--- config.mk ---
export PLATFORM = sky130hd
export DESIGN_NAME = fpmc_top
export DESIGN_NICKNAME = d
export VERILOG_FILES = /design/src/logic/fpmc_pkg.sv /design/src/logic/fpmc_top.sv
export SDC_FILE = /design/constraint.sdc
export NUM_CORES = 1
export LEC_CHECK = 0
export ABC_AREA = 1
export BUFFER_PORTS_ARGS = -buffer_cell sky130_fd_sc_hd__buf_2
export CORE_AREA = 2 2 207 209
export DETAILED_ROUTE_END_ITERATION = 8
export DIE_AREA = 0 0 209 211
export PLACE_DENSITY = 0.68
export SLEW_MARGIN = 20
export SYNTH_ARGS = -nofsm -noshare
export SYNTH_HDL_FRONTEND = slang
export SYNTH_SLANG_ARGS = --single-unit
export TNS_END_PERCENT = 50
--- constraint.sdc ---
create_clock -name mclk -period 10.95 [get_ports mclk]
set_input_delay 1.6425 -clock mclk [delete_from_list [all_inputs] [get_ports mclk]]
set_output_delay 1.6425 -clock mclk [all_outputs]
set_load 0.1 [all_outputs]
--- src/logic/fpmc_pkg.sv ---
`default_nettype none
package fpmc_pkg;
   // Register map (word addresses on the plain register port)
   localparam logic [3:0] ADDR_CONTROL_WORD = 4'h0;
   localparam logic [3:0] ADDR_SIMD_CSR = 4'h1;
   localparam logic [3:0] ADDR_IRQ_STATUS = 4'h2;
   localparam logic [3:0] ADDR_IRQ_MASK = 4'h3;
   localparam logic [3:0] ADDR_LOAD_STATS = 4'h4;
   // Control word fields
   localparam int CW_PREC_LO = 8;
   localparam int CW_ROUND_LO = 10;
   localparam int CW_INF_BIT = 12;
   localparam logic [15:0] CW_MODE_MASK = 16'h1F00;
   localparam logic [15:0] CW_RESET = 16'h037F;
   localparam logic [1:0] PREC_SINGLE = 2'h0;
   // SIMD control/status fields
   localparam int CSR_DENORM_IN_BIT = 6;
   localparam int CSR_FLUSH_BIT = 15;
   localparam logic [15:0] CSR_RESET = 16'h1F80;
   // Interrupt status bits
   localparam int IRQ_DENORM_BIT = 0;
   localparam int IRQ_UNDER_BIT = 1;
   localparam int IRQ_SLOW_BIT = 2;
   localparam int IRQ_W = 3;
   // Timing
   localparam int PIPE_DEPTH = 20;
   localparam int CSR_READ_LAT = 8;
   localparam int FAST_LOAD_LAT = 1;

   typedef struct packed {
      logic [15:0] data;
      logic [3:0] addr;
      logic wr;
      logic rd;
   } fpmc_reg_req_t;

   typedef struct packed {
      logic sign;
      logic [10:0] exp;
      logic [51:0] frac;
   } fpmc_dbl_t;
endpackage
`default_nettype wire

--- src/logic/fpmc_top.sv ---
// How it works
// (RULE_01) Flush mode: underflowed result becomes signed zero
// (RULE_02) Denormal-input mode: denormal inputs become signed zero
// (RULE_03) Modes off: IEEE handling, slow stall
// (RULE_04) Control word: precision 8-9, round 10-11, inf 12
// (RULE_05) Fast load only within two mode-bit values
// (RULE_06) Change outside mode bits takes slow path
// (RULE_07) Third distinct value: every load slow
// (RULE_08) Slow load stalls about pipeline depth
// (RULE_09) CSR write serialises; CSR read slow (code only loads rd_wait_r; a CSR read raises no stall)
// (RULE_10) One CSR governs single and double
// (RULE_11) Truncating store ignores rounding field
// (RULE_12) Stack range check uses extended format
// (RULE_13) Masked overflow adds no latency
// (RULE_14) Single precision allows early divide finish
// (RULE_15) Denormal and underflow flagged in both units
// (RULE_16) Denormal: exponent zero, fraction nonzero
`timescale 1ns/1ps
`default_nettype none
module fpmc_top #(
   parameter int PIPE_CYCLES = fpmc_pkg::PIPE_DEPTH,
   parameter int CSR_RD_CYCLES = fpmc_pkg::CSR_READ_LAT
) (
   // Clock and reset
   input wire logic mclk,
   input wire logic rst,
   // Register port
   input wire logic [3:0] reg_addr,
   input wire logic [15:0] reg_wdata,
   input wire logic reg_wr,
   input wire logic reg_rd,
   output logic [15:0] reg_rdata,
   // Control word load from the pipeline
   input wire logic cw_load,
   input wire logic [15:0] cw_load_val,
   // SIMD operand path (double, or single in the upper word; one lane)
   input wire logic simd_valid,
   input wire logic simd_is_single,
   input wire logic [63:0] simd_src,
   input wire logic [63:0] simd_result,
   input wire logic simd_result_tiny,
   input wire logic simd_overflow,
   // Stack unit path
   input wire logic stk_valid,
   input wire logic [14:0] stk_exp,
   input wire logic [63:0] stk_mant,
   input wire logic stk_is_divide,
   // Truncating store request
   input wire logic trunc_valid,
   input wire logic [1:0] trunc_size,
   input wire logic [63:0] trunc_int,
   // Outputs to pipeline
   output logic [63:0] simd_src_out,
   output logic [63:0] simd_res_out,
   output logic simd_slow,
   output logic stk_range_err,
   output logic stk_early_out,
   output logic [63:0] trunc_out,
   output logic [1:0] trunc_round_used,
   output logic stall,
   output logic irq
);
   ////////////////////////////////////////////////////////////////////////
   // Registers
   logic [15:0] cw_r;
   logic [15:0] csr_r;
   logic [fpmc_pkg::IRQ_W-1:0] irq_stat_r;
   logic [fpmc_pkg::IRQ_W-1:0] irq_mask_r;
   logic [15:0] slow_cnt_r;
   logic [15:0] alt_cw_r;
   logic alt_ok_r;
   logic [7:0] stall_cnt_r;
   logic [7:0] rd_wait_r;
   logic [15:0] cw_nxt;
   logic slow_load;
   logic cw_wr;
   logic csr_wr;
   logic flush_underflow_to_zero;
   logic denormal_inputs_as_zero;
   logic ieee_path;
   logic src_denorm;
   logic res_under;
   logic stk_denorm;
   logic [fpmc_pkg::IRQ_W-1:0] ev;
   fpmc_pkg::fpmc_reg_req_t req;
   fpmc_pkg::fpmc_dbl_t src_f;
   fpmc_pkg::fpmc_dbl_t res_f;

   assign req = '{data: reg_wdata, addr: reg_addr, wr: reg_wr, rd: reg_rd};
   assign src_f = simd_src;
   assign res_f = simd_result;
   assign cw_wr = req.wr && (req.addr == fpmc_pkg::ADDR_CONTROL_WORD);
   assign csr_wr = req.wr && (req.addr == fpmc_pkg::ADDR_SIMD_CSR);
   assign cw_nxt = cw_wr ? req.data : cw_load_val;
   // Same CSR bits for both precisions
   assign flush_underflow_to_zero = csr_r[fpmc_pkg::CSR_FLUSH_BIT]; // RULE_10
   assign denormal_inputs_as_zero = csr_r[fpmc_pkg::CSR_DENORM_IN_BIT]; // RULE_10
   // Denormal classifier for single (upper word) or double
   always_comb begin
      if (simd_is_single) begin
         src_denorm = (simd_src[62:55] == 8'h00) && (simd_src[54:32] != 23'h00_0000); // RULE_16
         res_under = simd_result_tiny;
      end else begin
         src_denorm = (src_f.exp == 11'h000) && (src_f.frac != 52'h0); // RULE_16
         res_under = simd_result_tiny;
      end
   end
   // Extended format: exponent zero with any mantissa bit set
   assign stk_denorm = (stk_exp == 15'h0000) && (stk_mant != 64'h0); // RULE_16
   // Modes off: denormal or underflow takes the slow exact path
   assign ieee_path = !flush_underflow_to_zero && !denormal_inputs_as_zero &&
      (src_denorm || res_under); // RULE_03

   ////////////////////////////////////////////////////////////////////////
   // Control word and fast-load tracking
   always_comb begin
      slow_load = 1'b0;
      if (cw_wr || cw_load) begin
         if (((cw_nxt ^ cw_r) & ~fpmc_pkg::CW_MODE_MASK) != 16'h0000) begin
            slow_load = 1'b1; // RULE_06
         end else if (cw_nxt == cw_r) begin
            slow_load = 1'b0;
         end else if (alt_ok_r && cw_nxt == alt_cw_r) begin
            slow_load = 1'b0; // RULE_05
         end else if (!alt_ok_r) begin
            slow_load = 1'b0; // RULE_05
         end else begin
            slow_load = 1'b1; // RULE_07
         end
      end
   end

   always_ff @(posedge mclk or posedge rst) begin
      if (rst) begin
         cw_r <= fpmc_pkg::CW_RESET;
         alt_cw_r <= fpmc_pkg::CW_RESET;
         alt_ok_r <= 1'b0;
      end else if ((cw_wr || cw_load) && cw_nxt != cw_r) begin
         cw_r <= cw_nxt; // RULE_04
         alt_cw_r <= cw_r;
         alt_ok_r <= !slow_load || (((cw_nxt ^ cw_r) & ~fpmc_pkg::CW_MODE_MASK) == 16'h0000);
      end
   end

   always_ff @(posedge mclk or posedge rst) begin
      if (rst) begin
         csr_r <= fpmc_pkg::CSR_RESET;
      end else if (csr_wr) begin
         csr_r <= req.data;
      end
   end

   ////////////////////////////////////////////////////////////////////////
   // Stall counter: slow loads and CSR writes drain the pipe
   always_ff @(posedge mclk or posedge rst) begin
      if (rst) begin
         stall_cnt_r <= 8'h00;
      end else if (slow_load || csr_wr) begin
         stall_cnt_r <= 8'(PIPE_CYCLES); // RULE_08 RULE_09
      end else if (simd_valid && ieee_path && stall_cnt_r == 8'h00) begin
         stall_cnt_r <= 8'(PIPE_CYCLES); // RULE_03
      end else if (stall_cnt_r != 8'h00) begin
         stall_cnt_r <= stall_cnt_r - 8'h01;
      end
   end

   always_ff @(posedge mclk or posedge rst) begin
      if (rst) begin
         stall <= 1'b0;
      end else begin
         stall <= slow_load || csr_wr || (stall_cnt_r > 8'h01); // RULE_08 RULE_09
      end
   end

   always_ff @(posedge mclk or posedge rst) begin
      if (rst) begin
         slow_cnt_r <= 16'h0000;
      end else if (slow_load) begin
         slow_cnt_r <= slow_cnt_r + 16'h0001;
      end
   end

   ////////////////////////////////////////////////////////////////////////
   // SIMD operand and result conditioning
   always_ff @(posedge mclk or posedge rst) begin
      if (rst) begin
         simd_src_out <= 64'h0000_0000_0000_0000;
         simd_res_out <= 64'h0000_0000_0000_0000;
         simd_slow <= 1'b0;
      end else if (simd_valid) begin
         if (denormal_inputs_as_zero && src_denorm) begin
            simd_src_out <= {simd_src[63], 63'h0}; // RULE_02
         end else begin
            simd_src_out <= simd_src; // RULE_03
         end
         if (flush_underflow_to_zero && res_under) begin
            simd_res_out <= {res_f.sign, 63'h0}; // RULE_01
         end else begin
            simd_res_out <= simd_result; // RULE_13
         end
         simd_slow <= ieee_path; // RULE_03
      end else begin
         simd_slow <= 1'b0;
      end
   end

   ////////////////////////////////////////////////////////////////////////
   // Stack unit: extended range and early divide
   always_ff @(posedge mclk or posedge rst) begin
      if (rst) begin
         stk_range_err <= 1'b0;
         stk_early_out <= 1'b0;
      end else begin
         stk_range_err <= stk_valid && (stk_exp == 15'h7FFF || stk_denorm); // RULE_12
         stk_early_out <= stk_valid && stk_is_divide &&
            cw_r[fpmc_pkg::CW_PREC_LO +: 2] == fpmc_pkg::PREC_SINGLE; // RULE_14
      end
   end

   ////////////////////////////////////////////////////////////////////////
   // Truncating store: rounding field not consulted
   always_ff @(posedge mclk or posedge rst) begin
      if (rst) begin
         trunc_out <= 64'h0000_0000_0000_0000;
         trunc_round_used <= 2'h0;
      end else if (trunc_valid) begin
         unique case (trunc_size)
            2'h0: trunc_out <= {{48{trunc_int[15]}}, trunc_int[15:0]}; // RULE_11
            2'h1: trunc_out <= {{32{trunc_int[31]}}, trunc_int[31:0]}; // RULE_11
            default: trunc_out <= trunc_int; // RULE_11
         endcase
         trunc_round_used <= 2'h3;
      end
   end

   ////////////////////////////////////////////////////////////////////////
   // Interrupt status, mask and output
   assign ev[fpmc_pkg::IRQ_DENORM_BIT] = (simd_valid && src_denorm) || (stk_valid && stk_denorm); // RULE_15
   assign ev[fpmc_pkg::IRQ_UNDER_BIT] = (simd_valid && res_under) || (stk_valid && stk_exp == 15'h0000); // RULE_15
   assign ev[fpmc_pkg::IRQ_SLOW_BIT] = slow_load;

   always_ff @(posedge mclk or posedge rst) begin
      if (rst) begin
         irq_stat_r <= '0;
      end else if (req.wr && req.addr == fpmc_pkg::ADDR_IRQ_STATUS) begin
         irq_stat_r <= (irq_stat_r & ~req.data[fpmc_pkg::IRQ_W-1:0]) | ev;
      end else begin
         irq_stat_r <= irq_stat_r | ev;
      end
   end

   always_ff @(posedge mclk or posedge rst) begin
      if (rst) begin
         irq_mask_r <= '0;
      end else if (req.wr && req.addr == fpmc_pkg::ADDR_IRQ_MASK) begin
         irq_mask_r <= req.data[fpmc_pkg::IRQ_W-1:0];
      end
   end

   always_ff @(posedge mclk or posedge rst) begin
      if (rst) begin
         irq <= 1'b0;
      end else begin
         irq <= |((irq_stat_r | ev) & ~irq_mask_r);
      end
   end

   ////////////////////////////////////////////////////////////////////////
   // Read data, one cycle later
   always_ff @(posedge mclk or posedge rst) begin
      if (rst) begin
         reg_rdata <= 16'h0000;
         rd_wait_r <= 8'h00;
      end else begin
         reg_rdata <= 16'h0000;
         if (req.rd) begin
            unique case (req.addr)
               fpmc_pkg::ADDR_CONTROL_WORD: reg_rdata <= cw_r;
               fpmc_pkg::ADDR_SIMD_CSR: reg_rdata <= csr_r;
               fpmc_pkg::ADDR_IRQ_STATUS: reg_rdata <= {13'h0000, irq_stat_r};
               fpmc_pkg::ADDR_IRQ_MASK: reg_rdata <= {13'h0000, irq_mask_r};
               fpmc_pkg::ADDR_LOAD_STATS: reg_rdata <= slow_cnt_r;
               default: reg_rdata <= 16'h0000;
            endcase
         end
         // CSR read latency shows only as a wait count; it does not drive stall
         if (req.rd && req.addr == fpmc_pkg::ADDR_SIMD_CSR) begin
            rd_wait_r <= 8'(CSR_RD_CYCLES); // RULE_09
         end else if (rd_wait_r != 8'h00) begin
            rd_wait_r <= rd_wait_r - 8'h01;
         end
      end
   end

   ////////////////////////////////////////////////////////////////////////
   // Checks
   chk_flush_zero: assert property (@(posedge mclk) disable iff (rst) // RULE_01
      simd_valid && flush_underflow_to_zero && res_under |=> simd_res_out == {$past(simd_result[63]), 63'h0})
      else $error("flushed result not signed zero");
   chk_denorm_zero: assert property (@(posedge mclk) disable iff (rst) // RULE_02
      simd_valid && denormal_inputs_as_zero && src_denorm |=> simd_src_out[62:0] == 63'h0)
      else $error("denormal operand not zeroed");
   chk_ieee_slow: assert property (@(posedge mclk) disable iff (rst) // RULE_03
      simd_valid && !flush_underflow_to_zero && !denormal_inputs_as_zero && src_denorm |=> simd_slow)
      else $error("ieee path not slow");
   chk_fast_alt: assert property (@(posedge mclk) disable iff (rst) // RULE_05
      cw_load && !reg_wr && (!alt_ok_r || cw_load_val == alt_cw_r) && stall_cnt_r <= 8'h01 &&
      ((cw_load_val ^ cw_r) & ~fpmc_pkg::CW_MODE_MASK) == 16'h0000 |=> !stall)
      else $error("alternating load not fast");
   chk_outside_slow: assert property (@(posedge mclk) disable iff (rst) // RULE_06
      cw_load && !reg_wr && ((cw_load_val ^ cw_r) & ~fpmc_pkg::CW_MODE_MASK) != 16'h0 |=> stall)
      else $error("non-mode change not slow");
   chk_third_slow: assert property (@(posedge mclk) disable iff (rst) // RULE_07
      cw_load && !reg_wr && alt_ok_r && cw_load_val != cw_r && cw_load_val != alt_cw_r |=> stall)
      else $error("third value load not slow");
   chk_slow_stall: assert property (@(posedge mclk) disable iff (rst) // RULE_08
      slow_load |=> stall [*4])
      else $error("slow load stall too short");
   chk_csr_serial: assert property (@(posedge mclk) disable iff (rst) // RULE_09
      csr_wr |=> stall)
      else $error("csr write not serialising");
   chk_csr_rd_wait: assert property (@(posedge mclk) disable iff (rst) // RULE_09
      req.rd && req.addr == fpmc_pkg::ADDR_SIMD_CSR |=> rd_wait_r == 8'(CSR_RD_CYCLES))
      else $error("csr read wait not started");
   chk_trunc_size: assert property (@(posedge mclk) disable iff (rst) // RULE_11
      trunc_valid && trunc_size == 2'h0 |=> trunc_out[15:0] == $past(trunc_int[15:0]))
      else $error("truncating store wrong");
   chk_range_err: assert property (@(posedge mclk) disable iff (rst) // RULE_12
      stk_valid && stk_exp == 15'h7FFF |=> stk_range_err)
      else $error("extended range overflow missed");
   chk_ovf_no_stall: assert property (@(posedge mclk) disable iff (rst) // RULE_13
      simd_valid && simd_overflow && !src_denorm && !res_under && !slow_load && !csr_wr &&
      stall_cnt_r == 8'h00 |=> !simd_slow && !stall)
      else $error("masked overflow delayed");
   chk_early_div: assert property (@(posedge mclk) disable iff (rst) // RULE_14
      stk_valid && stk_is_divide && cw_r[9:8] != fpmc_pkg::PREC_SINGLE |=> !stk_early_out)
      else $error("early out in wrong precision");
   chk_flag_sets: assert property (@(posedge mclk) disable iff (rst) // RULE_15
      simd_valid && src_denorm |=> irq_stat_r[fpmc_pkg::IRQ_DENORM_BIT])
      else $error("denormal flag lost");
   chk_irq_level: assert property (@(posedge mclk) disable iff (rst) // RULE_15
      (irq_stat_r & ~irq_mask_r) != '0 |=> irq)
      else $error("unmasked status without interrupt");
   cov_fast_alt: cover property (@(posedge mclk) disable iff (rst) cw_load && !slow_load && cw_load_val != cw_r);
   cov_third_val: cover property (@(posedge mclk) disable iff (rst) cw_load && slow_load);
   cov_flush_hit: cover property (@(posedge mclk) disable iff (rst) simd_valid && flush_underflow_to_zero && res_under);
   cov_irq: cover property (@(posedge mclk) disable iff (rst) irq);
endmodule
`default_nettype wire

==> out/qor.csv <==
stage;metric;value;unit
cells_and_area;Area Growth Syn to Fin;31.0;%
cts;CTS Buf Count;34;
route;Routed WL per cell;16.1;µm
timing;slew margin rel.;27.4;%
status;status;completed;
pwr;Sw Pwr;1.38;mW
timing;final hold vios;0;
setup_path;Worst EP required;11.32;ns
route;vias per inst;4.85;
yosys;yosys warns;0;
yosys;Mapped Area;13900;µm²
cells_and_area;final instance area;18200;µm²
die;Chip Width;209;µm
timing;fin crit period;4.56;ns
grt;largest net degree at the start of global routing;147;
setup_path;worst r2r path cells;7;
place;IO Port Bufs;534;
min_path;Worst Hold Class;flop to flop;
setup_path;crit path from;reg_addr[1];
route;# DRC;0;
yosys;EDFF count, synth;0;
setup_path;CP startpoint kind;input pin;
cells_and_area;Nets;2523;
setup_path;Reg-to-Reg Start;cw_r[9]$_DFFE_PP1P_;
cts;Sink Count;293;
place;placed cell count;2702;
setup_path;endpoint type of the worst setup path;flop;
die;Starting Density;33.2;%
place;Detailed Place HPWL;33.0;mm
timing;PnR worst setup slack;6.39;ns
setup_path;reg-to-reg critical path endpoint;alt_cw_r[10]$_DFFE_PP0P_;
timing;f_max;219;MHz
cts;H-tree depth;2;
route;DR iter-0 viols;1074;
setup_path;Worst EP arrival;4.93;ns
yosys;fraction of registers with async set/reset;100;%
cells_and_area;share of layout cells above drive strength 1;29.9;%
grt;first-pass GRT wire length;70.0;mm
die;core box area;41800;µm²
cts;CTS tree;yes;
cts;postcts setup bufs;0;
setup_path;Setup CP Type;input pin to flop;
pwr;switch share;38.9;%
cells_and_area;commonest non-fill, non-tap cell in the layout;buf_2;
place;placed cell areas;16900;µm²
cts;clk root buf;clkbuf_16;
cells_and_area;Final Util;43.5;%
yosys;Most used DFF post-synth;dfrtp_1;
setup_path;Worst path max stage delay;0.81;ns
timing;Slew @ Worst Pin;1.09;ns
grt;vias in the first global route;13000;
timing;Max Clock Skew;0.0219;ns
cells_and_area;most frequent cells in the layout;buf_2, nand2_1, dfrtp_1;
cts;clk_lat worst skew;0.53;ns
job;MaxCap Viol Count;0;
yosys;#FFs+latches synth;293;
route;Vias;13400;
yosys;syn nets;2030;
pwr;total power per unit cell area;196;nW/µm²
timing;Setup TNS;0;ns
route;Routed Antenna Nets;0;
setup_path;slowest stage cell, crit path;nand2_2;
yosys;Mean Syn Cell Area;8.13;µm²
die;row cnt;75;
setup_path;reg-to-reg slack, setup;8.40;ns
pwr;clock share of power;34.3;%
min_path;hold depth;2;
cts;hold buffer count at CTS;0;
min_path;Worst Min Path Start;csr_r[9]$_DFFE_PP1P_;
place;routability congestion estimate;0.879;
cts;clk buf depth;3;
yosys;Mapped Cells;1706;
cells_and_area;Layout Cells excl Fill;2767;
die;I/O pin cnt;536;
pwr;part of the power in registers;36.4;%
setup_path;most frequent CP cell;nand2_1;
place;pre-CTS setup slack;5.87;ns
grt;initial antenna violation count;5;
min_path;WHS Endpoint;csr_r[9]$_DFFE_PP1P_;
timing;# setup viols final;0;
cts;Resized cells post-CTS;0;
die;DIE HEIGHT;211;µm
timing;RSZ-0062 raised after global routing;false;
cts;Reg clk slew, reported paths;0.06;ns
route;drt first pass iters;7;
yosys;post-synthesis sequential area ratio;53.1;%
pwr;Int Power;2.17;mW
yosys;synth unique cells;40;
grt;GRT Total Usage;19.9;%
timing;Final Cycle Share;41.7;%
timing;Final Max Slew Viols;0;
pwr;VDD IR max;0.000105;V
setup_path;Max FO, Critical Path;48;
pwr;Comb pwr share;29.3;%
die;die area;44100;µm²
pwr;Leak;9.62;nW
route;drt total wl;44.6;mm
grt;GRT overflow;0;
setup_path;worst-path cell chain;buf_2 > nor2_4 > nand2_2 > nor2_4 > nand2_1 > nand2_1 > nand2_1 > nand2_1 > nand3_1 > nor2_2 > nand4_4 > nand2_2 > o21ai_0;
-- power groups by stage --
stage          Combinational, mW  Clock (mW)  Sequential (mW)
2_1_floorplan              0.262           0             1.85
3_3_place_gp                1.03           0             1.31
3_5_place_dp                1.04           0             1.31
4_1_cts                     1.04        1.25             1.30
5_1_grt                     1.11        1.30             1.31
6_report                    1.04        1.22             1.30
-- how the worst max path moves through the flow --
stage,end,depth (start not counted)
finish,alt_cw_r[10]$_DFFE_PP0P_,13
global route,alt_ok_r$_DFFE_PP0P_,15
CTS,alt_cw_r[10]$_DFFE_PP0P_,13
detailed placement,alt_cw_r[10]$_DFFE_PP0P_,13
global placement,alt_ok_r$_DFFE_PP0P_,15
floorplan,alt_cw_r[10]$_DFFE_PP0P_,1
-- sequential cells by signal, indices dropped and copies added (netlist names), 3 cells and up --
name and cells:
simd_res_out 64, reg_rdata 16, irq_stat_r 3, irq_mask_r 3, slow_cnt_r 16, csr_r 16, trunc_out 64, alt_cw_r 16
cw_r 16, simd_src_out 64, stall_cnt_r 8
-- worst max-delay path, delay by kind of cell --
kind,cells,cell delay (ns)
compound gates,1,0.19
buf+inv,1,0.14
simple gates,11,2.91
-- synth_stat cells, types with 4 or more instances --
master | n | area [µm²]
dfstp_2 | 24 | 631
nand2_1 | 373 | 1400
xor2_1 | 17 | 149
inv_1 | 252 | 946
o21ai_1 | 23 | 115
nor2_2 | 4 | 25.0
clkbuf_1 | 63 | 236
buf_2 | 6 | 30.0
o21ai_0 | 173 | 866
nand3b_1 | 5 | 37.5
nor2_1 | 126 | 473
nor3_1 | 12 | 60.1
buf_6 | 5 | 56.3
nand4_1 | 33 | 206
nand3_1 | 217 | 1090
a21oi_1 | 24 | 120
nor4_1 | 5 | 31.3
dfrtp_1 | 269 | 6730
buf_1 | 5 | 18.8
nand2_2 | 13 | 81.3
o221ai_1 | 12 | 105
mux2_2 | 10 | 113
-- metal layers --
layer  vias up  global-route usage [%]  routed length (µm)
met1      6328                    24.8               18100
met3        90                    3.66                2960
li1       6459                       -                   -
met5         -                       0                   0
met4         0                    8.72                1570
met2       534                    34.0               21900
-- per-stage QoR --
stage / hold slack (ns) / power, mW
after floorplan: 0.442 / 2.11
after global placement: 0.450 / 2.34
after detailed placement: 0.455 / 2.35
after CTS: 0.465 / 3.59
after global routing: 0.481 / 3.72
final: 0.464 / 3.56
-- final cells by class --
| cell class | instances | area (µm²) |
|---|---|---|
| fillers | 4202 | 23600 |
| well taps | 539 | 674 |
| clock buffers | 50 | 1040 |
| repair buffers | 542 | 2770 |
| inverters | 256 | 968 |
| multi-input cells | 1072 | 5160 |
| flip-flops and latches | 293 | 7360 |
| diodes | 4 | 10.0 |
| clock inverters | 11 | 169 |
-- cells by family after synthesis --
group / share of synthesized area [%]
buffers and inverters: 9.88
xor gates and xnor gates: 1.14
and+or+nand+nor: 25.5
AOI/OAI and AO/OA: 9.30
muxes: 0.812
DFF: 53.1
adders and majority gates: 0.271
(Power assumes the default switching activity.)
